### config.mk
export PLATFORM = sky130hd
export DESIGN_NAME = pecb_top
export DESIGN_NICKNAME = d
export VERILOG_FILES = /design/src/inc/pecb_pkg.sv /design/src/core/pecb_top.sv
export SDC_FILE = /design/constraint.sdc
export NUM_CORES = 1
export LEC_CHECK = 0
export ABC_AREA = 1
export BUFFER_PORTS_ARGS = -buffer_cell sky130_fd_sc_hd__buf_2
export CAP_MARGIN = 25
export CORE_UTILIZATION = 40
export CTS_CLUSTER_SIZE = 12
export DETAILED_ROUTE_END_ITERATION = 6
export GPL_TIMING_DRIVEN = 0
export PLACE_DENSITY = 0.61
export RECOVER_POWER = 25
export SETUP_SLACK_MARGIN = 0.1
export SLEW_MARGIN = 20
export SYNTH_ARGS = -nofsm -noshare
export SYNTH_HDL_FRONTEND = slang
export SYNTH_SLANG_ARGS = --single-unit
export TNS_END_PERCENT = 1
### constraint.sdc
create_clock -name aclk -period 2.04 [get_ports aclk]
set_clock_uncertainty 0.05 [all_clocks]
set_input_delay 0.306 -clock aclk [delete_from_list [all_inputs] [get_ports aclk]]
set_output_delay 0.306 -clock aclk [all_outputs]
set_load 0.02 [all_outputs]
### src/inc/pecb_pkg.sv
// Overview of operation
// RQ1 - the per-counter event capability registers exist only while the global per-counter capabilities flag is 1.
// RQ2 - each event capability register describes only its own counter and applies only when that counter's flag is 1.
// RQ3 - with performance monitoring reported unsupported, no event capability or counter register is provided.
// RQ4 - bits 31:28 of each event capability register read back the index of an event group the counter can count.
// RQ5 - the event group index reads as zero when the counter's per-counter capability flag is clear.
// RQ6 - bits 27:0 of each event capability register are a read-only bitmap of supported events in that group.
// RQ7 - each counter counts its configured events with width N taken from the global or per-counter capability.
// RQ8 - after a software write a counter keeps incrementing from the written value.
// RQ9 - a freeze stops every counter and holds its value at the moment of freezing.
// RQ10 - an unfreeze lets a frozen counter resume, adding only events after the unfreeze.
// RQ11 - counter c sits at the counter base plus c times the counter stride, aligned to the stride.
// RQ12 - the count occupies bits N-1:0 and resets to zero, and bits N to 63 read as zero.
// RQ13 - with a counter's per-counter flag set, its width comes from its own capability register.
// RQ14 - an N-bit counter reaches a maximum count of two to the N minus one.
// RQ15 - command code 244 freezes all counters.
// RQ16 - command code 245 unfreezes all counters.
// RQ17 - an enabled, unfrozen counter adds exactly one per event and never changes while frozen except by a write.
package pecb_pkg;
   localparam int          NUM_CNT       = 4;
   localparam int          CNT_IDX_W     = 2;
   localparam int          ADDR_W        = 12;
   localparam logic [7:0]  GLOBAL_WIDTH  = 8'h30;      // global counter width
   localparam logic [ADDR_W-1:0] CFG_BASE    = 12'h000; // configuration offset
   localparam logic [ADDR_W-1:0] CNT_BASE    = 12'h800; // counter offset
   localparam logic [ADDR_W-1:0] CNT_STRIDE  = 12'h010; // counter stride
   localparam logic [ADDR_W-1:0] CAP_STRIDE  = 12'h100;
   localparam logic [ADDR_W-1:0] CNTCAP_OFF  = 12'h080;
   localparam logic [ADDR_W-1:0] EVCAP_OFF   = 12'h084;
   localparam logic [ADDR_W-1:0] CMD_OFF     = 12'h400; // command word, write only
   localparam logic [ADDR_W-1:0] EN_OFF      = 12'h404; // counter enable bits
   localparam logic [ADDR_W-1:0] STAT_OFF    = 12'h408; // frozen status, global flags
   localparam logic [7:0]  CMD_FREEZE    = 8'hf4;      // 244
   localparam logic [7:0]  CMD_UNFREEZE  = 8'hf5;      // 245
   localparam logic [63:0] CNT_RESET     = 64'h0;
   localparam int          GRP_IDX_LSB   = 28;
   localparam int          OWN_CAPS_BIT  = 0;
   localparam int          CW_LSB        = 8;
   localparam logic [1:0]  RESP_OKAY     = 2'h0;
   localparam logic [1:0]  RESP_SLVERR   = 2'h2;
   typedef enum logic [1:0] {
      PECB_IDLE  = 2'b00,
      PECB_WRESP = 2'b01,
      PECB_RDATA = 2'b10
   } pecb_state_t;
endpackage

### src/core/pecb_top.sv
`timescale 1ns/1ps
`default_nettype none
module pecb_top #(
   parameter logic                       MON_SUPPORTED  = 1'b1, // perf_monitoring_supported
   parameter logic                       CAPS_SUPPORTED = 1'b1, // global per-counter caps flag
   parameter logic [pecb_pkg::NUM_CNT-1:0] OWN_CAPS_FLAGS = 4'h5, // per_counter_caps_flag per counter
   parameter logic [31:0]                CNT_WIDTHS    = 32'h10_20_18_28, // own widths, byte per counter
   parameter logic [127:0]               EV_CAPS       = 128'h3000_00ff_2000_0f0f_1000_00f3_0000_0001
) (
   // clock and reset
   input  wire logic                     aclk,
   input  wire logic                     aresetn,
   // event inputs, one pulse per occurrence
   input  wire logic [pecb_pkg::NUM_CNT-1:0] event_hit,
   // axi4-lite write address
   input  wire logic                     s_axi_awvalid,
   output var  logic                     s_axi_awready,
   input  wire logic [11:0]              s_axi_awaddr,
   // axi4-lite write data
   input  wire logic                     s_axi_wvalid,
   output var  logic                     s_axi_wready,
   input  wire logic [31:0]              s_axi_wdata,
   input  wire logic [3:0]               s_axi_wstrb,
   // axi4-lite write response
   output var  logic                     s_axi_bvalid,
   input  wire logic                     s_axi_bready,
   output var  logic [1:0]               s_axi_bresp,
   // axi4-lite read address
   input  wire logic                     s_axi_arvalid,
   output var  logic                     s_axi_arready,
   input  wire logic [11:0]              s_axi_araddr,
   // axi4-lite read data
   output var  logic                     s_axi_rvalid,
   input  wire logic                     s_axi_rready,
   output var  logic [31:0]              s_axi_rdata,
   output var  logic [1:0]               s_axi_rresp,
   // frozen state
   output var  logic                     frozen
);
   localparam int N = pecb_pkg::NUM_CNT;

   // effective width of counter c, per-counter override when its flag and the global caps flag are both set
   function automatic logic [7:0] cnt_width(input int c);
      if (CAPS_SUPPORTED && OWN_CAPS_FLAGS[c])
         return CNT_WIDTHS[c*8 +: 8];        // RQ13
      return pecb_pkg::GLOBAL_WIDTH;         // RQ7
   endfunction

   // mask of valid counter bits for counter c
   function automatic logic [63:0] cnt_mask(input int c);
      logic [7:0] w;
      w = cnt_width(c);
      return (w >= 8'h40) ? 64'hffff_ffff_ffff_ffff : ((64'h1 << w) - 64'h1); // RQ12 RQ14
   endfunction

   // address decode for counter word: returns index, hit, high word select
   function automatic logic [3:0] cnt_decode(input logic [11:0] a);
      logic [11:0] rel;
      logic [11:0] idx;
      rel = a - pecb_pkg::CNT_BASE;
      idx = rel / pecb_pkg::CNT_STRIDE;
      cnt_decode = 4'h0;
      if (MON_SUPPORTED && a >= pecb_pkg::CNT_BASE && idx < 12'(N) && (rel % pecb_pkg::CNT_STRIDE) < 12'h008
          && a[1:0] == 2'h0)
         cnt_decode = {1'b1, rel[2], idx[1:0]};  // RQ11 RQ3
   endfunction

   // counters, enables, freeze
   logic [63:0]  cnt_reg  [N];
   logic [63:0]  cnt_next [N];
   logic [N-1:0] en_reg, en_next;
   logic         frz_reg, frz_next;

   // axi slave state
   pecb_pkg::pecb_state_t st_reg, st_next;
   logic        aw_got_reg, aw_got_next, w_got_reg, w_got_next;
   logic [11:0] awa_reg, awa_next;
   logic [31:0] wd_reg, wd_next;
   logic [3:0]  ws_reg, ws_next;
   logic [1:0]  bresp_reg, bresp_next, rresp_reg, rresp_next;
   logic [31:0] rdata_reg, rdata_next;
   logic        aw_rdy_reg, aw_rdy_next, w_rdy_reg, w_rdy_next, ar_rdy_reg, ar_rdy_next;
   logic        bv_reg, bv_next, rv_reg, rv_next;

   // read mux: capability words, counters, control
   function automatic logic [32:0] read_word(input logic [11:0] a);
      logic [3:0]  d;
      logic [31:0] v;
      logic [63:0] cv;
      d = cnt_decode(a);
      read_word = {1'b0, 32'h0};
      if (d[3]) begin
         cv = cnt_reg[d[1:0]] & cnt_mask(int'(d[1:0]));            // RQ12
         read_word = {1'b1, d[2] ? cv[63:32] : cv[31:0]};
      end else if (a == pecb_pkg::EN_OFF) begin
         read_word = {1'b1, {(32-N){1'b0}}, en_reg};
      end else if (a == pecb_pkg::STAT_OFF) begin
         read_word = {1'b1, 28'h0, 1'b0, CAPS_SUPPORTED, MON_SUPPORTED, frz_reg};
      end else begin
         for (int c = 0; c < N; c++) begin
            if (MON_SUPPORTED && CAPS_SUPPORTED) begin                 // RQ1 RQ3
               if (a == pecb_pkg::CFG_BASE + 12'(c) * pecb_pkg::CAP_STRIDE + pecb_pkg::CNTCAP_OFF) begin
                  v = 32'h0;
                  v[pecb_pkg::OWN_CAPS_BIT] = OWN_CAPS_FLAGS[c];
                  v[pecb_pkg::CW_LSB +: 8] = OWN_CAPS_FLAGS[c] ? CNT_WIDTHS[c*8 +: 8] : 8'h0;
                  v[pecb_pkg::GRP_IDX_LSB +: 4] = OWN_CAPS_FLAGS[c] ? 4'h1 : 4'h0;
                  read_word = {1'b1, v};
               end
               if (a == pecb_pkg::CFG_BASE + 12'(c) * pecb_pkg::CAP_STRIDE + pecb_pkg::EVCAP_OFF) begin
                  v = EV_CAPS[c*32 +: 32];                             // RQ2 RQ6
                  if (!OWN_CAPS_FLAGS[c])
                     v[pecb_pkg::GRP_IDX_LSB +: 4] = 4'h0;             // RQ4 RQ5
                  read_word = {1'b1, v};
               end
            end
         end
      end
   endfunction

   // bus slave next state; one write and one read outstanding at most
   always_comb begin
      logic [3:0]  d;
      logic [31:0] m;
      logic [32:0] rw;
      d = 4'h0;
      m = 32'h0;
      rw = 33'h0;
      st_next = st_reg;
      aw_got_next = aw_got_reg;
      w_got_next = w_got_reg;
      awa_next = awa_reg;
      wd_next = wd_reg;
      ws_next = ws_reg;
      bresp_next = bresp_reg;
      rresp_next = rresp_reg;
      rdata_next = rdata_reg;
      en_next = en_reg;
      frz_next = frz_reg;
      for (int c = 0; c < N; c++) begin
         // count when enabled and not frozen, one per event
         if (en_reg[c] && !frz_reg && event_hit[c])                    // RQ9 RQ10 RQ17
            cnt_next[c] = (cnt_reg[c] + 64'h1) & cnt_mask(c);          // RQ7 RQ14
         else
            cnt_next[c] = cnt_reg[c];
      end
      case (st_reg)
         pecb_pkg::PECB_IDLE: begin
            if (s_axi_awvalid && !aw_got_reg) begin
               aw_got_next = 1'b1;
               awa_next = s_axi_awaddr;
            end
            if (s_axi_wvalid && !w_got_reg) begin
               w_got_next = 1'b1;
               wd_next = s_axi_wdata;
               ws_next = s_axi_wstrb;
            end
            if (aw_got_reg && w_got_reg) begin
               // write takes priority over a counted event in the same cycle in the written word; the counter's other word keeps the event
               d = cnt_decode(awa_reg);
               for (int b = 0; b < 4; b++)
                  m[b*8 +: 8] = {8{ws_reg[b]}};
               bresp_next = pecb_pkg::RESP_OKAY;
               // a write to a word that does not read back is refused, except the command word while monitoring is supported
               rw = read_word(awa_reg);
               if (d[3]) begin
                  if (d[2])
                     cnt_next[d[1:0]][63:32] = ((cnt_reg[d[1:0]][63:32] & ~m) | (wd_reg & m));
                  else
                     cnt_next[d[1:0]][31:0] = ((cnt_reg[d[1:0]][31:0] & ~m) | (wd_reg & m));
                  cnt_next[d[1:0]] = cnt_next[d[1:0]] & cnt_mask(int'(d[1:0])); // RQ8 RQ12
               end else if (awa_reg == pecb_pkg::EN_OFF && ws_reg[0]) begin
                  en_next = wd_reg[N-1:0];
               end else if (awa_reg == pecb_pkg::CMD_OFF && MON_SUPPORTED) begin
                  if (ws_reg[0] && wd_reg[7:0] == pecb_pkg::CMD_FREEZE)
                     frz_next = 1'b1;                                  // RQ15
                  else if (ws_reg[0] && wd_reg[7:0] == pecb_pkg::CMD_UNFREEZE)
                     frz_next = 1'b0;                                  // RQ16
               end else if (!rw[32]) begin
                  bresp_next = pecb_pkg::RESP_SLVERR;
               end
               aw_got_next = 1'b0;
               w_got_next = 1'b0;
               st_next = pecb_pkg::PECB_WRESP;
            end else if (s_axi_arvalid) begin
               rw = read_word(s_axi_araddr);
               rdata_next = rw[31:0];
               rresp_next = rw[32] ? pecb_pkg::RESP_OKAY : pecb_pkg::RESP_SLVERR;
               st_next = pecb_pkg::PECB_RDATA;
            end
         end
         pecb_pkg::PECB_WRESP: begin
            if (s_axi_bready)
               st_next = pecb_pkg::PECB_IDLE;
         end
         pecb_pkg::PECB_RDATA: begin
            if (s_axi_rready)
               st_next = pecb_pkg::PECB_IDLE;
         end
         default: st_next = pecb_pkg::PECB_IDLE;
      endcase
      // handshake flags taken from the next state, so every bus output is a flop with no extra latency
      aw_rdy_next = (st_next == pecb_pkg::PECB_IDLE) && !aw_got_next;
      w_rdy_next  = (st_next == pecb_pkg::PECB_IDLE) && !w_got_next;
      ar_rdy_next = (st_next == pecb_pkg::PECB_IDLE) && !(aw_got_next && w_got_next);
      bv_next     = (st_next == pecb_pkg::PECB_WRESP);
      rv_next     = (st_next == pecb_pkg::PECB_RDATA);
   end

   // registered state; all outputs come from these flops
   always_ff @(posedge aclk) begin
      if (!aresetn) begin
         st_reg     <= pecb_pkg::PECB_IDLE;
         aw_got_reg <= 1'b0;
         w_got_reg  <= 1'b0;
         awa_reg    <= 12'h0;
         wd_reg     <= 32'h0;
         ws_reg     <= 4'h0;
         bresp_reg  <= 2'h0;
         rresp_reg  <= 2'h0;
         rdata_reg  <= 32'h0;
         en_reg     <= '0;
         frz_reg    <= 1'b0;
         aw_rdy_reg <= 1'b1;
         w_rdy_reg  <= 1'b1;
         ar_rdy_reg <= 1'b1;
         bv_reg     <= 1'b0;
         rv_reg     <= 1'b0;
         for (int c = 0; c < N; c++)
            cnt_reg[c] <= pecb_pkg::CNT_RESET;                         // RQ12
      end else begin
         st_reg     <= st_next;
         aw_got_reg <= aw_got_next;
         w_got_reg  <= w_got_next;
         awa_reg    <= awa_next;
         wd_reg     <= wd_next;
         ws_reg     <= ws_next;
         bresp_reg  <= bresp_next;
         rresp_reg  <= rresp_next;
         rdata_reg  <= rdata_next;
         en_reg     <= en_next;
         frz_reg    <= frz_next;
         aw_rdy_reg <= aw_rdy_next;
         w_rdy_reg  <= w_rdy_next;
         ar_rdy_reg <= ar_rdy_next;
         bv_reg     <= bv_next;
         rv_reg     <= rv_next;
         for (int c = 0; c < N; c++)
            cnt_reg[c] <= cnt_next[c];
      end
   end

   // handshake outputs follow the slave state
   always_comb begin
      s_axi_awready = aw_rdy_reg;
      s_axi_wready  = w_rdy_reg;
      s_axi_arready = ar_rdy_reg;
      s_axi_bvalid  = bv_reg;
      s_axi_rvalid  = rv_reg;
      s_axi_bresp   = bresp_reg;
      s_axi_rresp   = rresp_reg;
      s_axi_rdata   = rdata_reg;
      frozen        = frz_reg;
   end

   // frozen counter holds unless written
   a_frozen_hold : assert property (@(posedge aclk) disable iff (!aresetn)
      frz_reg && !(aw_got_reg && w_got_reg) |=> cnt_reg[0] == $past(cnt_reg[0]))   // RQ9
      else $error("frozen counter changed");
   // unfrozen enabled counter steps by one per event
   a_count_step : assert property (@(posedge aclk) disable iff (!aresetn)
      !frz_reg && en_reg[0] && event_hit[0] && !(aw_got_reg && w_got_reg) && st_reg == pecb_pkg::PECB_IDLE
      |=> cnt_reg[0] == (($past(cnt_reg[0]) + 64'h1) & cnt_mask(0)))                 // RQ17
      else $error("counter step wrong");
   // freeze command sets frozen
   a_freeze_cmd : assert property (@(posedge aclk) disable iff (!aresetn)
      st_reg == pecb_pkg::PECB_IDLE && aw_got_reg && w_got_reg && awa_reg == pecb_pkg::CMD_OFF
      && ws_reg[0] && wd_reg[7:0] == pecb_pkg::CMD_FREEZE && MON_SUPPORTED |=> frz_reg)  // RQ15
      else $error("freeze not applied");
   // unfreeze command clears frozen
   a_unfreeze_cmd : assert property (@(posedge aclk) disable iff (!aresetn)
      st_reg == pecb_pkg::PECB_IDLE && aw_got_reg && w_got_reg && awa_reg == pecb_pkg::CMD_OFF
      && ws_reg[0] && wd_reg[7:0] == pecb_pkg::CMD_UNFREEZE && MON_SUPPORTED |=> !frz_reg) // RQ16
      else $error("unfreeze not applied");
   // bits above width never set
   a_width_mask : assert property (@(posedge aclk) disable iff (!aresetn)
      (cnt_reg[1] & ~cnt_mask(1)) == 64'h0)                                              // RQ12
      else $error("counter bits above width set");
   // full write to counter 0 low word lands, masked to its width
   a_write_land : assert property (@(posedge aclk) disable iff (!aresetn)
      st_reg == pecb_pkg::PECB_IDLE && aw_got_reg && w_got_reg && awa_reg == pecb_pkg::CNT_BASE
      && ws_reg == 4'hf && MON_SUPPORTED
      |=> {32'h0, cnt_reg[0][31:0]} == ({32'h0, $past(wd_reg)} & cnt_mask(0)))             // RQ8
      else $error("counter write lost");
   // unfreeze adds nothing for events before it
   a_resume_clean : assert property (@(posedge aclk) disable iff (!aresetn)
      $fell(frz_reg) && st_reg != pecb_pkg::PECB_IDLE |-> cnt_reg[1] == $past(cnt_reg[1]))  // RQ10
      else $error("resume counted old event");
   // event capability read masks group index without flag
   a_egi_zero : assert property (@(posedge aclk) disable iff (!aresetn)
      st_reg == pecb_pkg::PECB_IDLE && !(aw_got_reg && w_got_reg) && s_axi_arvalid
      && s_axi_araddr == pecb_pkg::CFG_BASE + pecb_pkg::CAP_STRIDE + pecb_pkg::EVCAP_OFF && !OWN_CAPS_FLAGS[1]
      |=> s_axi_rvalid && s_axi_rdata[31:28] == 4'h0)                                    // RQ5
      else $error("group index not zero");
endmodule
`default_nettype wire

==> flow_summary.toml <==
[synth]
synth_adder_area_share_pct = 0.2452
avgSynthCellArea_um2 = 5.868
synth_cell_types = 53
synth_cells = 3478
async_reset_ff_share_pct = 0
synth-xor-area-share_pct = 4.077
synthFlopType = "dfxtp_1"
yosys.area_share.simple_pct = 42.47
ys_ff_latch = 279
ys_warn_count = 0
synth_compound_area_share_pct = 15.33
seq_area_frac_synth_pct = 27.37
synthMuxAreaShare_pct = 0
netlist_area_um2 = 20410
synth_top_family_by_area = "simple AND/OR/NAND/NOR gates"
synth-edff-count = 0

[finish]
drive_above_1_share_pct = 23.52
multiInputGateArea_um2 = 14600
final_cells = 4487
syn_to_final_growth_pct = 32.30
nNetsFinal = 3859
largest_reg_flops = 183
fillers = 5381
seq_area_um2 = 5749

[power]
vdd.ir_drop.worst_v = 0.0006872
p_per_area_nw_per_um2 = 542.6
p_leak_uw = 0.01121

[cts]
cts_tree = "done"
cts_root_buffer = "clkbuf_16"
cts_buffers = 37
clockBufferDepth = 3
cts.sinks = 279
clkLatencyLatePin_ns = 0.58
path_clk_slew_ns = 0.07
cts-htree-levels = 2

[worst_setup_path]
critical_path_required_ns = 2.49
critPathArrivalTime_ns = 2.94
path_max_fanout = 10
cp-end-kind = "flop"
path_class = "reg -> reg"
rr_worst_depth = 8
startpoint_type = "flop"

[floorplanning]
die_w_um = 227.9
die_y_um = 227.9
io_pins = 113
start_util_pct = 40.60
rows = 82
core_area_um2 = 50270
dieArea_um2 = 51930

[drt]
ant_nets = 0
viasPerCell = 6.167
vias = 27670
post-route-drc-count = 1
wl_um = 138400
initialDrtViolationCount = 4310
firstDrtPassIters = 7
route.detailed.wl_per_inst_um = 30.84

[timing]
tns_ns = -53.39
hold_viol_final = 2
max_freq_mhz = 401.7
slew_viol_final = 0
slew_headroom_pct = 22.52
setup_viol = 201
fin_crit_sh_pct = 122.0
tightest_slew_ns = 1.158
finalWorstSetupSlack_ns = -0.4493
rsz0062_at_grt = "yes"
holdWs_ns = -0.01487
final.min_clock_period_ns = 2.489

[status]
violations = "DRC, hold timing, setup timing"
status = "complete, but fails checks"

[global_route]
grt_pass1_wl_um = 187600
antenna_found_initial = 7
grt_pass1_vias = 24810
grt.total_usage_pct = 51.47
grt-ovfl-total = 0
grt_max_degree = 13

[placed_design]
io_buffers = 109
dp_hpwl_um = 107600
place_worst_setup_slack_ns = -1.501
place_congestion = 1.135
place_inst = 4260

[min_path]
hold_depth = 3
hold_class = "in -> reg"

[flow_run]
cap_viol_max_count = 0
synth_stat cells, types with 12 or more instances:
master | n | share of area [%]
nand2_1 | 1052 | 19
nand4_1 | 104 | 3.2
inv_2 | 14 | 0.26
xor2_1 | 85 | 3.6
dfxtp_1 | 279 | 27
nor2_1 | 394 | 7.2
o21ai_0 | 245 | 6.0
or2_2 | 15 | 0.46
o22ai_1 | 39 | 1.2
nor2_2 | 28 | 0.86
a21oi_1 | 177 | 4.3
nor2_4 | 16 | 0.88
clkbuf_1 | 72 | 1.3
o221ai_1 | 12 | 0.51
nand3_1 | 258 | 6.3
inv_1 | 379 | 7.0
buf_2 | 46 | 1.1
o211ai_1 | 29 | 1.1
nor3_1 | 67 | 1.6
o21ai_1 | 36 | 0.88
worst max-delay path: stages, from the launching register on:
cell and delay [ns]:
dfxtp_1 0.46, inv_1 0.48, clkbuf_1 0.76, o21ai_0 0.20
nand2_1 0.11, nand2_1 0.08, nand2_1 0.14, nand2_1 0.07
o21ai_0 0.06
per-layer routing:
metal	vias up	wire [um]	global-route usage (%)
met5	-	26	0
met4	4	14440	44.09
met3	655	19450	17.28
met2	2186	53880	70.86
met1	12870	50610	63.96
li1	11960	-	-
worst paths after layout:
check	start	endpoint	slack [ns]
worst max-delay path	ws_reg[1]$_SDFFE_PN0P_	cnt_reg[0][10]$_SDFF_PN0_	-0.45
worst min-delay path	s_axi_wdata[0]	wd_reg[0]$_SDFFE_PN0P_	-0.01
worst max register to register	ws_reg[1]$_SDFFE_PN0P_	cnt_reg[0][10]$_SDFF_PN0_	-0.45
worst min register to register	cnt_reg[0][44]$_SDFF_PN0_	cnt_reg[0][44]$_SDFF_PN0_	0.38
metrics by stage:
step	utilization, %	cell area, um2	total power (uW)
after global placement	43.39	21820	7418
after CTS	50.89	25580	14370
final	53.71	27000	14650
after floorplan	-	20430	6643
after global routing	53.69	26990	14840
after detailed placement	43.41	21820	7418
kinds of logic after synthesis:
family,count (synthesis)
and+or+nand+nor,1987
xor gates and xnor gates,95
other,1
AOI/OAI and AO/OA,574
DFF,279
buffers and inverters,538
adders and majority gates,4
cell type report:
class / count / area share (%)
Antenna cell: 5 / 0.04634
Buffer: 134 / 3.851
Multi-Input combinational cell: 2662 / 54.06
Sequential cell: 279 / 21.29
Tap cell: 672 / 3.114
Clock inverter: 14 / 0.6673
Inverter: 402 / 5.834
Timing Repair Buffer: 268 / 7.331
Clock buffer: 51 / 3.809
report_power, final:
group	leakage [uW]	switching, uW	total (uW)	internal (uW)
Sequential	0.00231	153	5730	5570
Combinational	0.00830	1430	2000	571
Clock	0.000595	2890	6920	4030
Total	0.0112	4480	14700	10200
layout by cell type, fill, tap and decap left out, drive strengths merged, types with 3 or more instances in the layout:
master	instances
bufinv	4
a22oi	5
xor2	85
nand4	105
a21oi	177
clkbuf	143
inv	393
o221ai	12
nor2	441
nor3	72
or2	19
diode	5
a31oi	10
a221oi	4
clkinv	16
buf	268
nand2	1064
xnor2	10
nand3	271
clkinvlp	3
ha	4
o211ai	29
dlygate4sd3	41
nor4	8
o22ai	39
nand3b	5
o21bai	8
dfxtp	279
o21ai	281
repair_timing:
item,CTS,global route
endpoints found under the setup margin,275,269
pin swaps,76,91
hold endpoints to repair,41,0
gates resized for setup,428,413
buffers inserted,91,26
hold buffers,41,0
cloned,1,0
(Power assumes the default switching activity.)
